### config.mk
export PLATFORM = sky130hd
export DESIGN_NAME = svlm_top
export DESIGN_NICKNAME = d
export VERILOG_FILES = /design/src/core/svlm_pkg.sv /design/src/core/svlm_sync_if.sv /design/src/core/svlm_sync.sv /design/src/core/svlm_top.sv
export SDC_FILE = /design/constraint.sdc
export NUM_CORES = 1
export LEC_CHECK = 0
export BUFFER_PORTS_ARGS = -buffer_cell sky130_fd_sc_hd__buf_2
export CORE_MARGIN = 3
export CORE_UTILIZATION = 35
export CTS_CLUSTER_DIAMETER = 80
export DETAILED_ROUTE_END_ITERATION = 7
export GPL_TIMING_DRIVEN = 0
export PLACE_DENSITY = 0.7
export SETUP_SLACK_MARGIN = 0.5
export SLEW_MARGIN = 20
export SYNTH_ARGS = -nofsm -noshare
export SYNTH_HDL_FRONTEND = slang
export SYNTH_SLANG_ARGS = --single-unit
### constraint.sdc
create_clock -name ref_clk -period 1.6 [get_ports ref_clk]
set_clock_uncertainty 0.1 [all_clocks]
set_input_delay 0.24 -clock ref_clk [delete_from_list [all_inputs] [get_ports ref_clk]]
set_output_delay 0.24 -clock ref_clk [all_outputs]
set_load 0.005 [all_outputs]
### src/core/svlm_pkg.sv
// Operation
// - Sensing off on both pins forces conditions low
// - Forced drop on disable counts as change
// - Low and high sources merge into one irq
// - Interrupt delivered only in CPU run mode
// - Stop mode entry or exit keeps flags
// - Low-voltage events only while a pin senses
// - Two-bit field picks one of four low levels
// - One bit picks one of two high levels
// - Low condition change sets low flag
// - Low flag cleared only by writing one
// - High condition change sets high flag
// - High flag cleared only by writing one
// - Low request needs flag and its enable
// - High request needs flag and its enable
// - Sense-pin enable clears supply-pin enable
package svlm_pkg;

  // Bus geometry
  localparam int ADDR_W = 5;
  localparam int DATA_W = 32;
  localparam int REG_W = 8;

  // Register byte offsets
  localparam logic [ADDR_W-1:0] ADDR_ENABLE = 5'h00;
  localparam logic [ADDR_W-1:0] ADDR_STATUS = 5'h04;
  localparam logic [ADDR_W-1:0] ADDR_IRQ_ENABLE = 5'h08;
  localparam logic [ADDR_W-1:0] ADDR_FLAG = 5'h0c;

  // Enable register fields
  localparam int EN_SENSE_LEVEL = 0;
  localparam int EN_SENSE_ADC = 1;
  localparam int EN_SUPPLY_LEVEL = 2;
  localparam int EN_SUPPLY_ADC = 3;
  localparam int EN_LOW_SEL_LSB = 4;
  localparam int EN_LOW_SEL_MSB = 5;
  localparam int EN_HIGH_SEL = 6;
  localparam int EN_SPARE = 7;

  // Status, flag and irq enable share this layout
  localparam int BIT_LOW = 0;
  localparam int BIT_HIGH = 1;

  // Values after reset
  localparam logic RESET_BIT = 1'h0;
  localparam logic [1:0] RESET_LOW_SEL = 2'h0;
  localparam logic [DATA_W-1:0] RESET_WORD = 32'h0000_0000;

  // Threshold select encodings
  localparam logic [1:0] LOW_LEVEL_1 = 2'h0;
  localparam logic [1:0] LOW_LEVEL_2 = 2'h1;
  localparam logic [1:0] LOW_LEVEL_3 = 2'h2;
  localparam logic [1:0] LOW_LEVEL_4 = 2'h3;
  localparam logic HIGH_LEVEL_1 = 1'h0;
  localparam logic HIGH_LEVEL_2 = 1'h1;

  // Bus handshake, Gray coded
  typedef enum logic [1:0] {
    BUS_IDLE = 2'h0,
    BUS_ACK = 2'h1
  } svlm_bus_state_t;

endpackage : svlm_pkg

### src/core/svlm_sync_if.sv
// Raw comparator levels in, clean levels out
interface svlm_sync_if;
  logic [1:0] raw;
  logic [1:0] clean;

  modport sync_side (
    input raw,
    output clean
  );

  modport core_side (
    output raw,
    input clean
  );
endinterface : svlm_sync_if

### src/core/svlm_sync.sv
// Three-stage input synchroniser with agreement filter
module svlm_sync (
  // Clock and reset
  input wire logic ref_clk,
  input wire logic rst,
  // Comparator levels
  svlm_sync_if.sync_side sync
);

  genvar i;

  // One chain per comparator bit
  generate
    for (i = 0; i < 2; i++) begin : g_bit
      logic stage1;
      logic stage2;
      logic stage3;
      logic level;
      always_ff @(posedge ref_clk or posedge rst) begin
        if (rst) begin
          stage1 <= svlm_pkg::RESET_BIT;
          stage2 <= svlm_pkg::RESET_BIT;
          stage3 <= svlm_pkg::RESET_BIT;
          level <= svlm_pkg::RESET_BIT;
        end else begin
          stage1 <= sync.raw[i];
          stage2 <= stage1;
          stage3 <= stage2;
          // Only agreed levels pass, so one bad sample is dropped
          if (stage2 == stage3) begin
            level <= stage3;
          end
        end
      end
      assign sync.clean[i] = level;
    end
  endgenerate

endmodule : svlm_sync

### src/core/svlm_top.sv
// Supply voltage level monitor: control, status and interrupt logic
module svlm_top (
  // Clock and reset
  input wire logic ref_clk,
  input wire logic rst,
  // Avalon-MM slave
  input wire logic [svlm_pkg::ADDR_W-1:0] avs_address,
  input wire logic avs_read,
  input wire logic avs_write,
  input wire logic [svlm_pkg::DATA_W-1:0] avs_writedata,
  input wire logic [3:0] avs_byteenable,
  output logic [svlm_pkg::DATA_W-1:0] avs_readdata,
  output logic avs_waitrequest,
  // Analog comparator results, asynchronous
  input wire logic raw_low_compare,
  input wire logic raw_high_compare,
  // CPU mode, same clock domain
  input wire logic cpu_run_mode,
  // Analog front-end controls
  output logic sense_pin_level_enable,
  output logic supply_pin_level_enable,
  output logic sense_pin_adc_connect,
  output logic supply_pin_adc_connect,
  output logic [1:0] low_threshold_select,
  output logic high_threshold_select,
  output logic [3:0] low_level_onehot,
  output logic [1:0] high_level_onehot,
  // Condition outputs
  output logic low_condition,
  output logic high_condition,
  // Interrupt request
  output logic monitor_irq
);

  // Internal state
  svlm_pkg::svlm_bus_state_t bus_state;
  svlm_pkg::svlm_bus_state_t next_bus_state;
  logic low_change_flag;
  logic high_change_flag;
  logic low_irq_enable;
  logic high_irq_enable;

  // Next values
  logic next_waitrequest;
  logic [svlm_pkg::DATA_W-1:0] next_readdata;
  logic next_low_condition;
  logic next_high_condition;
  logic next_low_change_flag;
  logic next_high_change_flag;
  logic next_monitor_irq;
  logic next_supply_level;
  logic next_supply_adc;
  logic [3:0] next_low_onehot;
  logic [1:0] next_high_onehot;

  // Decode and helper wires
  logic request;
  logic capture;
  logic access_done;
  logic write_done;
  logic lane0;
  logic sel_enable;
  logic sel_status;
  logic sel_irq_enable;
  logic sel_flag;
  logic mapped;
  logic wr_enable;
  logic wr_irq_enable;
  logic wr_flag;
  logic sense_active;
  logic low_changed;
  logic high_changed;
  logic low_clear;
  logic high_clear;
  logic low_irq_source;
  logic high_irq_source;
  logic [svlm_pkg::REG_W-1:0] enable_word;
  logic [svlm_pkg::REG_W-1:0] status_word;
  logic [svlm_pkg::REG_W-1:0] irq_enable_word;
  logic [svlm_pkg::REG_W-1:0] flag_word;
  logic [svlm_pkg::REG_W-1:0] read_byte;
  logic [svlm_pkg::REG_W-1:0] wbyte;

  // Synchroniser link
  svlm_sync_if sync_link ();

  assign sync_link.raw[svlm_pkg::BIT_LOW] = raw_low_compare;
  assign sync_link.raw[svlm_pkg::BIT_HIGH] = raw_high_compare;

  // comparator synchroniser
  // Comparators are analog and free running, never trust a raw level
  svlm_sync u_sync (
    .ref_clk (ref_clk),
    .rst (rst),
    .sync (sync_link.sync_side)
  );

  // Bus handshake: request seen, one cycle later waitrequest drops
  // Fixed single wait cycle keeps the decode off the critical path

  // Request qualification
  assign request = avs_read | avs_write;
  assign capture = (bus_state == svlm_pkg::BUS_IDLE) & request;
  assign access_done = (bus_state == svlm_pkg::BUS_ACK) & request;
  assign lane0 = avs_byteenable[0];
  assign write_done = access_done & avs_write & lane0;
  assign wbyte = avs_writedata[svlm_pkg::REG_W-1:0];

  // Handshake sequencing
  always_comb begin
    next_bus_state = svlm_pkg::BUS_IDLE;
    case (bus_state)
      svlm_pkg::BUS_IDLE: begin
        if (request) begin
          next_bus_state = svlm_pkg::BUS_ACK;
        end
      end
      svlm_pkg::BUS_ACK: begin
        next_bus_state = svlm_pkg::BUS_IDLE;
      end
      default: begin
        next_bus_state = svlm_pkg::BUS_IDLE;
      end
    endcase
  end

  // Waitrequest low only in the acknowledge cycle
  // Idle level is high, so every request waits one cycle
  assign next_waitrequest = (next_bus_state != svlm_pkg::BUS_ACK);

  // Handshake registers
  always_ff @(posedge ref_clk or posedge rst) begin
    if (rst) begin
      bus_state <= svlm_pkg::BUS_IDLE;
      avs_waitrequest <= 1'h1;
    end else begin
      bus_state <= next_bus_state;
      avs_waitrequest <= next_waitrequest;
    end
  end

  // Address decode
  // Full compare, so aliases of a register read as unmapped

  // Register selects; everything else is unmapped
  assign sel_enable = (avs_address == svlm_pkg::ADDR_ENABLE);
  assign sel_status = (avs_address == svlm_pkg::ADDR_STATUS);
  assign sel_irq_enable = (avs_address == svlm_pkg::ADDR_IRQ_ENABLE);
  assign sel_flag = (avs_address == svlm_pkg::ADDR_FLAG);
  assign mapped = sel_enable | sel_status | sel_irq_enable | sel_flag;

  // Write strobes; status is read only
  assign wr_enable = write_done & sel_enable;
  assign wr_irq_enable = write_done & sel_irq_enable;
  assign wr_flag = write_done & sel_flag;

  // Read words
  // Unused bits read back zero

  // Enable register image
  assign enable_word[svlm_pkg::EN_SENSE_LEVEL] = sense_pin_level_enable;
  assign enable_word[svlm_pkg::EN_SENSE_ADC] = sense_pin_adc_connect;
  assign enable_word[svlm_pkg::EN_SUPPLY_LEVEL] = supply_pin_level_enable;
  assign enable_word[svlm_pkg::EN_SUPPLY_ADC] = supply_pin_adc_connect;
  assign enable_word[svlm_pkg::EN_LOW_SEL_MSB:svlm_pkg::EN_LOW_SEL_LSB] = low_threshold_select;
  assign enable_word[svlm_pkg::EN_HIGH_SEL] = high_threshold_select;
  assign enable_word[svlm_pkg::EN_SPARE] = 1'h0;

  // Status, irq enable and flag images
  assign status_word = {6'h00, high_condition, low_condition};
  assign irq_enable_word = {6'h00, high_irq_enable, low_irq_enable};
  assign flag_word = {6'h00, high_change_flag, low_change_flag};

  // Read selection; unmapped reads return zero
  assign read_byte = sel_enable ? enable_word :
                     sel_status ? status_word :
                     sel_irq_enable ? irq_enable_word :
                     sel_flag ? flag_word : 8'h00;
  assign next_readdata = (avs_read & mapped) ? {24'h00_0000, read_byte} : svlm_pkg::RESET_WORD;

  // Read data held until the next request is captured
  // Captured with the request: a flag set during the wait shows next read
  always_ff @(posedge ref_clk or posedge rst) begin
    if (rst) begin
      avs_readdata <= svlm_pkg::RESET_WORD;
    end else if (capture) begin
      avs_readdata <= next_readdata;
    end
  end

  // Enable register
  // One pin at a time, the divider cannot serve both

  // sense-pin enable wins over supply pin
  assign next_supply_level = wbyte[svlm_pkg::EN_SUPPLY_LEVEL] & ~wbyte[svlm_pkg::EN_SENSE_LEVEL];
  // Same exclusivity for the ADC path
  assign next_supply_adc = wbyte[svlm_pkg::EN_SUPPLY_ADC] & ~wbyte[svlm_pkg::EN_SENSE_ADC];

  // Pin enable registers
  always_ff @(posedge ref_clk or posedge rst) begin
    if (rst) begin
      sense_pin_level_enable <= svlm_pkg::RESET_BIT;
      supply_pin_level_enable <= svlm_pkg::RESET_BIT;
      sense_pin_adc_connect <= svlm_pkg::RESET_BIT;
      supply_pin_adc_connect <= svlm_pkg::RESET_BIT;
    end else if (wr_enable) begin
      sense_pin_level_enable <= wbyte[svlm_pkg::EN_SENSE_LEVEL];
      supply_pin_level_enable <= next_supply_level;
      sense_pin_adc_connect <= wbyte[svlm_pkg::EN_SENSE_ADC];
      supply_pin_adc_connect <= next_supply_adc;
    end
  end

  // Threshold select registers
  always_ff @(posedge ref_clk or posedge rst) begin
    if (rst) begin
      low_threshold_select <= svlm_pkg::RESET_LOW_SEL;
      high_threshold_select <= svlm_pkg::RESET_BIT;
    end else if (wr_enable) begin
      low_threshold_select <= wbyte[svlm_pkg::EN_LOW_SEL_MSB:svlm_pkg::EN_LOW_SEL_LSB];
      high_threshold_select <= wbyte[svlm_pkg::EN_HIGH_SEL];
    end
  end

  // Threshold level decode for the comparator ladder
  // One-hot so the ladder switches never short two taps

  always_comb begin
    next_low_onehot = 4'h0;
    case (low_threshold_select)
      svlm_pkg::LOW_LEVEL_1: next_low_onehot = 4'h1;
      svlm_pkg::LOW_LEVEL_2: next_low_onehot = 4'h2;
      svlm_pkg::LOW_LEVEL_3: next_low_onehot = 4'h4;
      svlm_pkg::LOW_LEVEL_4: next_low_onehot = 4'h8;
      default: next_low_onehot = 4'h1;
    endcase
  end

  always_comb begin
    next_high_onehot = 2'h0;
    case (high_threshold_select)
      svlm_pkg::HIGH_LEVEL_1: next_high_onehot = 2'h1;
      svlm_pkg::HIGH_LEVEL_2: next_high_onehot = 2'h2;
      default: next_high_onehot = 2'h1;
    endcase
  end

  // Level selects lag the register by one cycle
  // Reset picks the lowest taps
  always_ff @(posedge ref_clk or posedge rst) begin
    if (rst) begin
      low_level_onehot <= 4'h1;
      high_level_onehot <= 2'h1;
    end else begin
      low_level_onehot <= next_low_onehot;
      high_level_onehot <= next_high_onehot;
    end
  end

  // Conditions
  // Forced low here, not in the comparators, so a disable is seen

  // events only while a pin senses
  assign sense_active = sense_pin_level_enable | supply_pin_level_enable;
  // conditions forced low when sensing off
  assign next_low_condition = sense_active & sync_link.clean[svlm_pkg::BIT_LOW];
  assign next_high_condition = sense_active & sync_link.clean[svlm_pkg::BIT_HIGH];

  // Condition registers
  // Status, flag edge and read image all use this one copy
  always_ff @(posedge ref_clk or posedge rst) begin
    if (rst) begin
      low_condition <= svlm_pkg::RESET_BIT;
      high_condition <= svlm_pkg::RESET_BIT;
    end else begin
      low_condition <= next_low_condition;
      high_condition <= next_high_condition;
    end
  end

  // Change flags
  // Set wins over a clear in the same cycle, so no edge is lost

  // forced drop seen as a change
  assign low_changed = next_low_condition ^ low_condition;
  assign high_changed = next_high_condition ^ high_condition;

  assign low_clear = wr_flag & wbyte[svlm_pkg::BIT_LOW];
  assign high_clear = wr_flag & wbyte[svlm_pkg::BIT_HIGH];

  assign next_low_change_flag = low_changed | (low_change_flag & ~low_clear);
  assign next_high_change_flag = high_changed | (high_change_flag & ~high_clear);

  always_ff @(posedge ref_clk or posedge rst) begin
    if (rst) begin
      low_change_flag <= svlm_pkg::RESET_BIT;
      high_change_flag <= svlm_pkg::RESET_BIT;
    end else begin
      low_change_flag <= next_low_change_flag;
      high_change_flag <= next_high_change_flag;
    end
  end

  // Interrupt
  // Level output; it stays up until software clears, masks or leaves run mode

  // Interrupt enable register, the mask for the flags
  // Masking leaves the flags recording changes
  always_ff @(posedge ref_clk or posedge rst) begin
    if (rst) begin
      low_irq_enable <= svlm_pkg::RESET_BIT;
      high_irq_enable <= svlm_pkg::RESET_BIT;
    end else if (wr_irq_enable) begin
      low_irq_enable <= wbyte[svlm_pkg::BIT_LOW];
      high_irq_enable <= wbyte[svlm_pkg::BIT_HIGH];
    end
  end

  assign low_irq_source = low_change_flag & low_irq_enable;
  assign high_irq_source = high_change_flag & high_irq_enable;
  assign next_monitor_irq = cpu_run_mode & (low_irq_source | high_irq_source);

  // Registered so the line never glitches
  // Run mode gates the request, the flags stay as they are
  always_ff @(posedge ref_clk or posedge rst) begin
    if (rst) begin
      monitor_irq <= svlm_pkg::RESET_BIT;
    end else begin
      monitor_irq <= next_monitor_irq;
    end
  end

endmodule : svlm_top

* Word level (Yosys, flattened, before mapping)
Index checks and enable logic that the tools add are counted.
Word-level totals: flip-flop bits (word level) 63
Cells by class: equality and inequality tests 10, mux-type cells 9, bitwise gates (word level) 34, reduce and logical (&&, ||, !) cells 3
Operators with widths (count):
- $and A1 B1 Y1 | 19
- $pmux W4 S4 | 1
- $mux W7 | 2
- $eq A5 B4 Y1 const B | 2
- $mux W2 | 4
- $or A1 B1 Y1 | 8
- $eq A5 B3 Y1 const B | 1
- $logic_not A5 Y1 | 1
- $not A1 Y1 | 5
- $eq A2 B1 Y1 const B | 2
- $eq A2 B2 Y1 const B | 2
- $logic_not A2 Y1 | 2
- $pmux W2 S2 | 1
- $eq A1 B1 Y1 | 2
- $ne A2 B1 Y1 const B | 1
- $xor A1 B1 Y1 | 2
- $mux W1 | 1

* Longest topological paths before layout
word-level depth 9, gate-level depth with buffers 5, gate-level depth less buffers 3

* Modules after synthesis
From an unflattened synthesis, not the netlist that was laid out.
Unflattened totals: cells, all modules 126, area, all modules 1601.5 um2
Modules (own cells, without submodules):
- svlm_top | times used 1, cells each 113, area an instance 1360.1 um2
- svlm_sync | times used 1, cells each 13, area an instance 241.5 um2

* Least setup slack after synthesis
Ideal clock, no wire load.
path kind input port to flip-flop, start input avs_address[4] in the netlist's numbering, end register high_threshold_select, library setup time 0.125 ns, arrival 1.640 ns, data required time 1.375 ns, slack -0.265 ns, stages 5, path buffers 2, path through or3_1 buf_2 or4_4 buf_6 mux2_4
On the way: longest elaborated chain between the ends 2
Ends and longest elaborated chain:
- start: declaration | RTL line svlm_top.sv:7 | input wire logic [svlm_pkg::ADDR_W-1:0] avs_address,
- $logic_not A5 Y1 | RTL line svlm_top.sv:146 | assign sel_enable = (avs_address == svlm_pkg::ADDR_ENABLE);
- $and A1 B1 Y1 | RTL line svlm_top.sv:153 | assign wr_enable = write_done & sel_enable;
- end signal: assignment | RTL line svlm_top.sv:218 | high_threshold_select <= svlm_pkg::RESET_BIT;
- end signal: assignment | RTL line svlm_top.sv:221 | high_threshold_select <= wbyte[svlm_pkg::EN_HIGH_SEL];
- end: declaration | RTL line svlm_top.sv:25 | output logic high_threshold_select,
No other way between the ends. A chain may end at the register's enable or synchronous reset.

* Worst setup path after layout
start input avs_address[0] in the netlist's numbering, end register low_threshold_select[0]
On the way: longest elaborated chain between the ends 2
Ends and longest elaborated chain:
- $logic_not A5 Y1 | RTL line svlm_top.sv:146
- $and A1 B1 Y1 | RTL line svlm_top.sv:153
- end signal: assignment | RTL line svlm_top.sv:217 | low_threshold_select <= svlm_pkg::RESET_LOW_SEL;
- end signal: assignment | RTL line svlm_top.sv:220 | low_threshold_select <= wbyte[svlm_pkg::EN_LOW_SEL_MSB:svlm_pkg::EN_LOW_SEL_LSB];
- end: declaration | RTL line svlm_top.sv:24 | output logic [1:0] low_threshold_select,
No other way between the ends.

==> results.md <==
- Final setup fails: 7
- PD cells: 905 nW/µm²
- Post-synth EDFFs: 0
- Post-DRT Antenna Nets: 0
- CTS buffer count: 5
- # Max-Cap Violations: 0
- Slew Viols, Final: 0
- FP Rows: 23
- Leak: 1.29 nW
- CTS tree: built
- Final wirelength: about 3.2 mm
- Initial antenna violation count: 0
- Seq cells post-synth: 37
- Seq/Total Area, Yosys: 58.9%
- Die Height: between 70 and 80 µm
- Pre-antenna DRT Iters: 4
- Post-synthesis cell area: 1580 µm²
- Starting Density: 37.8%
- Sequential group share of total power: about half
- Gpl congestion: 0.742
- Worst Path Arrival: 1.72 ns
- Sw frac: 22.6%
- Min Tclk post-route: 1.65 ns
- Maximum clock path buffer count: 2
- VDD IR max: roughly 0.64 mV
- Final cell count without fillers: 266
- Final hold vios: 34
- RSZ-0062 raised after global routing: yes
- DR top layer: met4
- Setup WS post-layout: -0.0467 ns
- Slowest-stage cell, CP: or4_4
- Boundary pin count: 97
- Net Sw Power: 0.000480 W
- Met2 WL: 1.49 mm
- Most frequent CP cell: buf_6
- CTS Sinks: 37
- Top cell family by delay on the critical path: simple AND/OR/NAND/NOR gates
- CP endpoint kind: register
- Combinational power share: 15.1%
- Kind of critical path: in -> reg
- Required @ worst endpoint: roughly 1.7 ns
- Placed Cells incl. Taps: ~230
- WL met3: 375 µm
- DIE AREA: around 5400 µm²
- Total grt overflow: 0
- Max stage delay on crit path: 0.42 ns
- DRC errors left: 0
- Worst Hold Class: in -> async
- DRT iter0 DRCs: 53
- Failing checks: hold timing, setup timing
- Vias per std cell: 4.23
- Setup TNS: -0.296 ns
- Synth warn: 0
- P_int: 0.00165 W
- Largest net degree at the start of global routing: 38
- Overall power: 0.00213 W
- Metal-1 WL: roughly 1.3 mm
- Fmax: roughly 0.61 GHz
- Startpoint Class: input pin
- Die X: approximately 73 µm
- Post-synth top flop: dfrtp_1
- Vias in the first global route: 1071
- Share of layout cells above drive strength 1: 56.9%
- Synth top area share: a little over half
- Inserted Diodes: 0
- Via Count: between 1000 and 1500
- H-Tree Level Count: 2
- First-pass GRT wire length: 5.04 mm
- Tot GR Track Use: 12.5%
- WP buf/inv: 3
- Crit share post-route: 103%
- Asr flop ratio synth: between 90% and 100%
- Area Growth Syn to Fin: 48.9%
- Max Fanout on Critical Path: 7
- Power share of the clock group: 36.4%
- Synth area leaders: dfrtp_1 54%, buf_4 12%, mux2_4 6.7%, dfstp_2 5.0%, a22o_1 3.9%
- Reg clk slew, reported paths: roughly 0.070 ns
- Distinct cell type count after synthesis: 29
- Crit-path cells: buf_6 > or3_1 > buf_6 > or4_4 > buf_8 > mux2_4
- Post-detail-place hpwl: around 2.2 mm
- Net count, final: 263
- Util after Layout: between 50% and 60%
- Hold slack: -0.0211 ns
- Worst-Margin Slew: between 0.7 and 0.8 ns
- Clk root buf: clkbuf_8
- Synth area leader: dfrtp_1
- Core ar.: around 4200 µm²
- Post-Synthesis Cells: 116
- Later-pin clock latency in the skew report: a little under 0.3 ns
- Slew margin rel.: between 40 and 50%
- Status: complete, but fails checks
- Mapped Avg Cell Area: 13.6 µm²
- Wire per inst: approximately 12 µm
- # port buffers: 42
## power by group through the flow
stage / clock [W] / sequential (W) / combinational, W
after floorplan: 0 / 0.00105 / 0.000152
after global placement: 0 / 0.00105 / 0.000233
after detailed placement: 0 / 0.00106 / 0.000237
after CTS: 0.000798 / 0.00103 / 0.000289
after global routing: 0.000842 / 0.00104 / 0.000356
final: 0.000776 / 0.00103 / 0.000321
## per-stage QoR
step                      instance area (µm²)  setup WS, ns  hold slack [ns]
final                                    2350       -0.0467          -0.0211
after global routing                     2350       -0.0680           0.0354
after CTS                                2240       -0.0226         -0.00970
after detailed placement                 1950        -0.409            0.236
after global placement                   1950        -0.407            0.233
after floorplan                          1670        -0.265           0.0986
## per-layer routing
layer	GRT usage, %	vias up
li1	-	542
met1	15.4	529
met2	19.0	50
met3	7.02	4
met4	3.07	0
met5	0	-
## synth_stat cells (2+ instances only)
| master | n |
|---|---|
| dfrtp_1 | 34 |
| buf_4 | 25 |
| a22o_1 | 7 |
| mux2_4 | 7 |
| nor2b_1 | 5 |
| nand2_1 | 4 |
| dfstp_2 | 3 |
| inv_1 | 3 |
| maj3_1 | 2 |
| mux2_2 | 2 |
| mux4_2 | 2 |
| nor2_1 | 2 |
| o21a_1 | 2 |
| o31ai_1 | 2 |
| xnor2_1 | 2 |
## path summary, 6_finish.rpt
check,start,to,slack (ns),depth (start not counted)
min in group ref_clk,cpu_run_mode,monitor_irq,0.08,2
hold / removal,rst,high_change_flag,-0.02,2
setup reg to reg,bus_state[0],low_threshold_select[0],-0.03,4
setup / recovery,avs_address[0],low_threshold_select[0],-0.05,6
max in group asynchronous,rst,high_irq_enable,0.99,2
hold reg to reg,u_sync.g_bit[1].stage1,u_sync.g_bit[1].stage2,0.25,0
## cell usage in the layout (no fill, tap or decap), types with 2 or more instances in the layout
master         count
clkbuf_8           5
dfstp_2            3
buf_2             41
dlygate4sd3_1      2
nor2_1             2
dfrtp_1           34
mux4_2             2
mux2_4             9
xnor2_1            2
nor2b_1            5
buf_4             47
nand2_1            4
maj3_1             2
o21a_1             2
buf_6              4
inv_1              2
conb_1            25
a22o_1             7
## repair_timing
item	in CTS	in global routing
hold endpoints to repair	36	0
resized for setup	10	10
hold buffers	2	0
setup endpoints to repair	40	42
pin swaps	7	6
cloned	0	0
buffers inserted	16	8
## flip-flops by register name (all words and copies together) (netlist names), 2 cells and up
signal,count
avs_readdata,7
low_level_onehot,4
high_level_onehot,2
low_threshold_select,2
u_sync.g_bit.level,2
u_sync.g_bit.stage1,2
u_sync.g_bit.stage2,2
u_sync.g_bit.stage3,2
## logic make-up (layout without fill, tap and decap cells)
| group | count (synthesis) | after routing | share of synthesized area (%) |
|---|---|---|---|
| simple gates | 19 | 19 | 6.97 |
| flops | 37 | 37 | 58.9 |
| other cells | 1 | 25 | 0.237 |
| fa+ha+maj | 2 | 2 | 1.27 |
| mux | 11 | 11 | 10.9 |
| compound gates | 13 | 13 | 6.74 |
| buf+inv | 31 | 107 | 13.9 |
| xor+xnor | 2 | 2 | 1.11 |
## layout make-up
type | instances | area, µm²
Tap cell | 50 | 62.6
Clock buffer | 6 | 72.6
Multi-Input combinational cell | 72 | 593
Buffer | 28 | 219
Inverter | 3 | 15.0
Fill cell | 345 | 1820
Sequential cell | 37 | 930
Timing Repair Buffer | 68 | 424
Clock inverter | 2 | 35.0
Power figures use the tool's default switching activity.
